--- src/logic/fdbr_pkg.sv ---
// Purpose: shared constants and carriers for the code flash bank/remap block
// Assumes: code flash window addressed by a byte offset of FDBR_ADDR_W bits
// Notes: the top bit of the offset picks the half (bank) in dual-bank mode
package fdbr_pkg;

    // width of the code flash offset; plain default, resize per device
    localparam int FDBR_ADDR_W = 22;
    localparam int FDBR_HALF_BIT = FDBR_ADDR_W - 1;

    // reset values: single-bank, normal mapping, application cores held
    localparam logic FDBR_DUAL_RST = 1'b0;
    localparam logic FDBR_REMAP_RST = 1'b0;
    localparam logic FDBR_HOLD_RST = 1'b1;

    // region codes shown with each translated access
    localparam logic FDBR_REGION_LOW = 1'b0;
    localparam logic FDBR_REGION_HIGH = 1'b1;

    typedef enum logic {
        FDBR_APP_HOLD = 1'b0,
        FDBR_APP_RUN = 1'b1
    } fdbr_app_e;

    // access from a core into the code flash window
    typedef struct packed {
        logic valid;
        logic [FDBR_ADDR_W-1:0] addr;
    } fdbr_req_s;

    // translated access toward the flash array
    typedef struct packed {
        logic valid;
        logic region;
        logic [FDBR_ADDR_W-1:0] addr;
    } fdbr_rsp_s;

endpackage

--- src/logic/fdbr_remap_ctrl.sv ---
// What this block does
// - software can write a control that picks single-bank or dual-bank.
// - software can write a control that picks normal or swapped mapping.
// - any reset clears both controls to single-bank, normal mapping.
// - while the boot sequence runs, writes to both controls are ignored.
// - in dual-bank mode each flash half is shown as its own region.
// - in dual-bank mode the swapped mapping exchanges bank 0 and bank 1 address ranges; single-bank ignores it.
// - application cores stay held after reset until activated.
//
// Purpose: bank mode and remap control with address translation
// Assumes: all inputs come from logic on clk; write strobes are one cycle
// Notes: translated access appears one cycle after the request
`timescale 1ns/100ps
module fdbr_remap_ctrl (
    input wire logic clk,
    input wire logic reset,
    input wire logic boot_busy,
    input wire logic bank_mode_wr,
    input wire logic bank_mode_wdata,
    input wire logic remap_wr,
    input wire logic remap_wdata,
    input wire logic app_activate,
    input wire fdbr_pkg::fdbr_req_s req,
    output logic dual_bank_q,
    output logic remap_q,
    output logic remap_active_q,
    output logic app_hold_q,
    output fdbr_pkg::fdbr_rsp_s rsp_q
);
    logic dual_bank_d;
    logic remap_d;
    fdbr_pkg::fdbr_app_e app_q;
    fdbr_pkg::fdbr_app_e app_d;
    fdbr_pkg::fdbr_rsp_s rsp_d;

    wire logic user_write_ok;
    wire logic mode_take;
    wire logic remap_take;
    wire logic activate_take;

    // boot code must not leave anything behind in these controls
    assign user_write_ok = ~boot_busy;
    assign mode_take = bank_mode_wr & user_write_ok;
    assign remap_take = remap_wr & user_write_ok;
    assign activate_take = app_activate & user_write_ok;

    assign dual_bank_d = mode_take ? bank_mode_wdata : dual_bank_q;
    assign remap_d = remap_take ? remap_wdata : remap_q;

    always_comb begin
        app_d = app_q;
        unique case (app_q)
            fdbr_pkg::FDBR_APP_HOLD: begin
                if (activate_take) begin
                    app_d = fdbr_pkg::FDBR_APP_RUN;
                end
            end
            fdbr_pkg::FDBR_APP_RUN: begin
                app_d = fdbr_pkg::FDBR_APP_RUN;
            end
        endcase
    end

    // translation uses the controls already in force, so a write lands
    // on the access after it; software sits in SRAM across the switch
    fdbr_xlate u_xlate (
        .dual_bank(dual_bank_q),
        .remap(remap_q),
        .req(req),
        .rsp(rsp_d)
    );

    always_ff @(posedge clk) begin
        if (reset) begin
            dual_bank_q <= fdbr_pkg::FDBR_DUAL_RST;
            remap_q <= fdbr_pkg::FDBR_REMAP_RST;
        end else begin
            dual_bank_q <= dual_bank_d;
            remap_q <= remap_d;
        end
    end

    always_ff @(posedge clk) begin
        if (reset) begin
            remap_active_q <= 1'b0;
        end else begin
            remap_active_q <= dual_bank_d & remap_d;
        end
    end

    always_ff @(posedge clk) begin
        if (reset) begin
            app_q <= fdbr_pkg::FDBR_APP_HOLD;
            app_hold_q <= fdbr_pkg::FDBR_HOLD_RST;
        end else begin
            app_q <= app_d;
            app_hold_q <= (app_d == fdbr_pkg::FDBR_APP_HOLD);
        end
    end

    always_ff @(posedge clk) begin
        if (reset) begin
            rsp_q <= '0;
        end else begin
            rsp_q <= rsp_d;
        end
    end

    // checks
    property p_reset_clear;
        @(posedge clk) reset |=> !dual_bank_q && !remap_q && app_hold_q;
    endproperty
    a_reset_clear: assert property (p_reset_clear)
        else $error("controls not cleared by reset");

    property p_boot_lock;
        @(posedge clk) disable iff (reset)
        boot_busy |=> dual_bank_q == $past(dual_bank_q)
            && remap_q == $past(remap_q)
            && app_hold_q == $past(app_hold_q);
    endproperty
    a_boot_lock: assert property (p_boot_lock)
        else $error("control changed during boot");

    property p_mode_write;
        @(posedge clk) disable iff (reset)
        bank_mode_wr && !boot_busy |=> dual_bank_q == $past(bank_mode_wdata);
    endproperty
    a_mode_write: assert property (p_mode_write)
        else $error("bank mode write not taken");

    property p_remap_write;
        @(posedge clk) disable iff (reset)
        remap_wr && !boot_busy |=> remap_q == $past(remap_wdata)
            ##1 remap_q == $past(remap_wdata, 2) || $past(remap_take);
    endproperty
    a_remap_write: assert property (p_remap_write)
        else $error("remap write not taken or not held");

    property p_single_linear;
        @(posedge clk) disable iff (reset)
        req.valid && !dual_bank_q |=> rsp_q.valid
            && rsp_q.addr == $past(req.addr)
            && rsp_q.region == fdbr_pkg::FDBR_REGION_LOW;
    endproperty
    a_single_linear: assert property (p_single_linear)
        else $error("single-bank access not linear");

    property p_dual_halves;
        @(posedge clk) disable iff (reset)
        req.valid && dual_bank_q |=>
            rsp_q.region == $past(req.addr[fdbr_pkg::FDBR_HALF_BIT])
            && rsp_q.addr[fdbr_pkg::FDBR_HALF_BIT-1:0]
               == $past(req.addr[fdbr_pkg::FDBR_HALF_BIT-1:0]);
    endproperty
    a_dual_halves: assert property (p_dual_halves)
        else $error("dual-bank region split wrong");

    property p_swap;
        @(posedge clk) disable iff (reset)
        req.valid && dual_bank_q |=>
            rsp_q.addr[fdbr_pkg::FDBR_HALF_BIT]
            == ($past(req.addr[fdbr_pkg::FDBR_HALF_BIT]) ^ $past(remap_q));
    endproperty
    a_swap: assert property (p_swap)
        else $error("bank swap wrong");

    property p_hold_until_activate;
        @(posedge clk) disable iff (reset)
        app_hold_q && !(app_activate && !boot_busy) |=> app_hold_q;
    endproperty
    a_hold_until_activate: assert property (p_hold_until_activate)
        else $error("application cores released without activation");

    property p_activate;
        @(posedge clk) disable iff (reset)
        app_activate && !boot_busy |=> !app_hold_q ##1 !app_hold_q;
    endproperty
    a_activate: assert property (p_activate)
        else $error("activation did not release cores");

    property p_active_flag;
        @(posedge clk) disable iff (reset)
        1'b1 |=> remap_active_q == (dual_bank_q && remap_q);
    endproperty
    a_active_flag: assert property (p_active_flag)
        else $error("remap active flag wrong");

    // a control only moves on a taken write of its own
    property p_mode_hold;
        @(posedge clk) disable iff (reset)
        !(bank_mode_wr && !boot_busy) |=> dual_bank_q == $past(dual_bank_q);
    endproperty
    a_mode_hold: assert property (p_mode_hold)
        else $error("bank mode moved without a write");

    property p_remap_hold;
        @(posedge clk) disable iff (reset)
        !(remap_wr && !boot_busy) |=> remap_q == $past(remap_q);
    endproperty
    a_remap_hold: assert property (p_remap_hold)
        else $error("remap moved without a write");

    property p_valid_pass;
        @(posedge clk) disable iff (reset)
        1'b1 |=> rsp_q.valid == $past(req.valid);
    endproperty
    a_valid_pass: assert property (p_valid_pass)
        else $error("access not shown for exactly one cycle");

    c_dual_on: cover property (@(posedge clk) disable iff (reset)
        mode_take && bank_mode_wdata);
    c_swap_access: cover property (@(posedge clk) disable iff (reset)
        req.valid && dual_bank_q && remap_q);
    c_boot_refused: cover property (@(posedge clk) disable iff (reset)
        boot_busy && remap_wr);
    c_release: cover property (@(posedge clk) disable iff (reset)
        app_hold_q ##1 !app_hold_q);
    c_normal_write: cover property (@(posedge clk) disable iff (reset)
        remap_take && !remap_wdata);
endmodule

--- src/logic/fdbr_xlate.sv ---
// Purpose: combinational translation of a code flash offset to the array
// Assumes: controls come from the register stage of the top module
// Notes: no state; the top registers the result
`timescale 1ns/100ps
module fdbr_xlate (
    input wire logic dual_bank,
    input wire logic remap,
    input wire fdbr_pkg::fdbr_req_s req,
    output fdbr_pkg::fdbr_rsp_s rsp
);
    wire logic logical_half;
    wire logic swap_active;
    wire logic phys_half;
    wire logic region;

    assign logical_half = req.addr[fdbr_pkg::FDBR_HALF_BIT];
    // swap is meaningless without two banks, so single mode ignores it
    assign swap_active = dual_bank & remap;
    assign phys_half = logical_half ^ swap_active;
    // dual mode shows each half as its own region; single shows one
    assign region = dual_bank ? logical_half
                              : fdbr_pkg::FDBR_REGION_LOW;

    assign rsp.valid = req.valid;
    assign rsp.region = region;
    assign rsp.addr = {phys_half, req.addr[fdbr_pkg::FDBR_HALF_BIT-1:0]};
endmodule

--- config.mk ---
export PLATFORM = sky130hd
export DESIGN_NAME = fdbr_remap_ctrl
export DESIGN_NICKNAME = d
export VERILOG_FILES = /design/src/logic/fdbr_pkg.sv /design/src/logic/fdbr_remap_ctrl.sv /design/src/logic/fdbr_xlate.sv
export SDC_FILE = /design/constraint.sdc
export NUM_CORES = 1
export LEC_CHECK = 0
export ABC_AREA = 1
export BUFFER_PORTS_ARGS = -buffer_cell sky130_fd_sc_hd__buf_2
export CORE_MARGIN = 10
export CORE_UTILIZATION = 43
export CTS_CLUSTER_SIZE = 28
export DETAILED_ROUTE_END_ITERATION = 12
export PLACE_DENSITY = 0.76
export SYNTH_ARGS = -nofsm -noshare
export SYNTH_HDL_FRONTEND = slang
export SYNTH_HIERARCHICAL = 1
export SYNTH_SLANG_ARGS = --single-unit
--- constraint.sdc ---
create_clock -name clk -period 0.93 [get_ports clk]
set_input_delay 0.186 -clock clk [delete_from_list [all_inputs] [get_ports clk]]
set_output_delay 0.186 -clock clk [all_outputs]
set_load 0.05 [all_outputs]
Word-level counts from Yosys, hierarchy flattened:

Cells that the tools add are included.

* register bits: 29
* bits in latches: 0
* memory bits (writable): 0
* bits in read-only memories: 0
* input port bits: 31
* output and inout port bits: 28
* word-level logic and storage cells: 23
* memories: 0

* add/sub/neg operators: 0
* $mul: 0
* div/mod/pow operators: 0
* order comparisons: 0
* equal/unequal tests: 0
* shift-type cells: 0
* muxes and demuxes: 4
* bitwise logic cells: 10
* reductions and logical operators: 1

Operator list (number)
* 1-bit AND: 5
* 1-bit inverter: 4
* 1-bit two-way mux: 3
* 1-bit case mux with 2 select lines: 1
* 2-bit OR reduction: 1
* 1-bit XOR: 1

Depth between registers and ports, before layout:

* word-level depth: 5
* gate-level depth with buffers: 6
* mapped depth without buffers: 5

Cells and area by module:

The synthesis kept the hierarchy.

Modules (own cells, without submodules)
* fdbr_remap_ctrl: instances 1, cells an instance 98, area an instance 879.6 um2, seq. area each 580.6 um2
* fdbr_xlate: instances 1, cells an instance 31, area an instance 207.7 um2, seq. area each 0.0 um2

Least setup slack after synthesis:

Ideal clock, no wire load.

* kind: reg2reg
* start: register dual_bank_q
* end: register rsp_q[21] in the netlist's numbering
* library setup time: 0.113 ns
* data arrival time: 1.050 ns
* data required time: 0.817 ns
* slack: -0.232 ns
* stages on the path, launching flop included: 7
* path buffers: 1
* period minus slack after synthesis: 1.162 ns
* path through: dfxtp_1 -> nand2_1 -> nand2_1 -> nand2_1 -> buf_4 -> inv_1 -> nor2_1

* longest elaborated chain between the ends: 2

RTL lines
* from (decl): line fdbr_remap_ctrl.sv:24 `output logic dual_bank_q,`
* from (signal assigned): line fdbr_remap_ctrl.sv:75 `dual_bank_q <= fdbr_pkg::FDBR_DUAL_RST;`
* from (signal assigned): line fdbr_remap_ctrl.sv:78 `dual_bank_q <= dual_bank_d;`
* 1-bit AND: line fdbr_xlate.sv:18 `assign swap_active = dual_bank & remap;`
* 1-bit XOR: line fdbr_xlate.sv:19 `assign phys_half = logical_half ^ swap_active;`
* net u_xlate.phys_half: line fdbr_xlate.sv:13 `wire logic phys_half;`
* to (signal assigned): line fdbr_remap_ctrl.sv:105 `rsp_q <= rsp_d;`
* to (decl): line fdbr_remap_ctrl.sv:28 `output fdbr_pkg::fdbr_rsp_s rsp_q`

The timed path passes the listed nets, and every way through them passes these cells.
A chain may end at the register's enable or synchronous reset.

Final worst setup path:

* start: register remap_q
* end: output remap_q

RTL lines
* from (decl): line fdbr_remap_ctrl.sv:25 `output logic remap_q,`
* from (signal assigned): line fdbr_remap_ctrl.sv:76 `remap_q <= fdbr_pkg::FDBR_REMAP_RST;`
* from (signal assigned): line fdbr_remap_ctrl.sv:79 `remap_q <= remap_d;`

No word-level cell between the ends.

==> metrics.txt <==
worst rel slew slack 86.5%; Initial Utilization 44.3%; VDD IR max 1180 uV; nature of the critical path startpoint flip-flop; fin crit period 1000 ps; min-delay src req[20]; maximum clock frequency 0.998 GHz; DRT Pass-1 Iters 4; Max stage delay cell, worst path dfxtp_4; post-DR wirelength/cell 12.2 microns; number of max-cap violations 0; violated checks setup timing; Clock Latency Late Sink 310 ps; # setup viols final 28; Leakage 0.883 nW; Area Growth Syn to Fin 48.6%; post-route insts no fill 201; Initial DRC Count 9; worst flop-to-flop path startpoint dual_bank_q; Seq cells post-synth 29; Syn Inst Count 129; slew of the pin with the lowest slew margin 202 ps; total design power 2.81 mW; area of the core 2450 sq um; Mapped Avg Cell Area 8.43 sq um; setup TNS -1290 ps; Post-CTS Hold Buffers 0; Unique masters post-synth 12; die footprint 4940 sq um; CTS tree built; Reg clk slew, reported paths 90 ps; Critical Path AT 820 ps; cells along the critical path buf_8; vias per inst 4.10; layout cells sized above 1 57.9%; Final Hold Fails 0; vias 824; Final ANT Viol Nets 0; gpl congestion 0.688; Die W 70.3 microns; Critical Path Start remap_q; Crit path max-delay family flip-flops; Longest Clk Path Bufs 2; diode count 0; CP max stage delay 360 ps; Root Driver clkbuf_4; Final Worst Setup Slack -72.4 ps; Mapped Area 1090 sq um; Worst EP required 740 ps; dpl cells 191; fin. max-slew vios 0; HPWL after DPL 1.95 mm; first-pass GRT wire length 4.06 mm; Nets 201; IO Port Bufs 58; H-Tree Depth 2; GRT overflow 0; crit-path max FO 2; HP Class in -> reg; GRT Total Usage 10.3%; register area share after synthesis 53.4%; chip height 70.3 microns; # rows 18; pin count of the biggest net entering global routing 20; crit share post-route 108%; CTS Buf Count 5; clock sinks 29; Layout Skew 5.42 ps; Fin Hold WS 62.8 ps; Remaining DRCs 0; status finished, violations left; Boundary Pins 59; WL final 2.44 mm; CP bufs+invs 1; CP Capture Type output pin; RSZ-0062 raised after global routing true; Syn Nets 160; synth warn 6; initial antenna violation count 0; Pwr per Cell Area 1740 nW/um^2; vias in the first global route 902; Setup CP Type reg -> out
-- sequential cells by signal (all words and copies together) (netlist names) --
signal and cells:
app_hold_q 1, app_q 1, dual_bank_q 1, remap_active_q 1, remap_q 1, rsp_q 24
-- cell usage after synthesis, drive strengths merged --
master / count / area (sq um)
buf: 27 / 221
nor2: 27 / 101
nand2: 8 / 30.0
a21oi: 1 / 5.00
dfxtp: 29 / 581
o21ai: 1 / 5.00
inv: 33 / 124
nand3: 3 / 20.0
-- cell families (layout without fill, tap and decap cells) --
kind of cell / after synthesis / in the layout / synth area share, %
buffers and inverters: 60 / 102 / 31.8
and+or+nand+nor: 38 / 38 / 13.9
DFF: 29 / 29 / 53.4
AOI/OAI and AO/OA: 2 / 2 / 0.920
-- cells in the final DEF (no fill, tap or decap), drive strengths merged --
cell,count
buf,61
inv,33
dfxtp,29
nor2,27
nand2,8
clkbuf,7
nand3,3
o21ai,1
a21oi,1
clkinv,1
-- power breakdown --
group          internal [mW]  switching (mW)  total, mW
Sequential              1.32          0.0439       1.36
Combinational          0.258           0.344      0.603
Clock                  0.438           0.402      0.840
Total                   2.02           0.790       2.81
-- repair_timing --
action	in CTS	in global routing
gates resized for setup	108	1
setup buffers	2	0
setup endpoints to repair	28	28
-- through the flow --
step | utilization (%) | instance area, sq um | worst slack [ps]
after floorplan | - | 1090 | 41.7
after global placement | 49.7 | 1220 | 148
after detailed placement | 49.7 | 1220 | 136
after CTS | 65.6 | 1610 | -101
after global routing | 65.8 | 1620 | -127
final | 65.8 | 1620 | -72.4
-- routing by layer --
| layer | part of all wire (%) | track usage, % | up-vias |
|---|---|---|---|
| met5 | 0 | 0 | - |
| met1 | 30 | 7.45 | 351 |
| met4 | 5.1 | 7.46 | 0 |
| li1 | - | - | 417 |
| met2 | 52 | 17.9 | 43 |
| met3 | 14 | 7.91 | 13 |
-- worst min-delay path, delay by kind of cell --
family | cells | cell delay, ps
buffers and inverters | 2 | 130
and+or+nand+nor | 1 | 30
-- area by class of cell --
class	instances	area, sq um
fillers	206	840
flip-flops and latches	29	621
repair buffers	61	602
multi-input cells	40	161
inverters	33	124
clock buffers	7	65.1
well taps	30	37.5
clock inverters	1	5.00
-- worst paths after layout --
| check | to | slack (ps) | cells after the start |
|---|---|---|---|
| max reg2reg | dual_bank_q | 80 | 5 |
| max | remap_q | -70 | 1 |
| min reg2reg | app_q | 530 | 2 |
| min | rsp_q[20] | 60 | 3 |
Note: power is estimated with default switching activity, not from simulation.
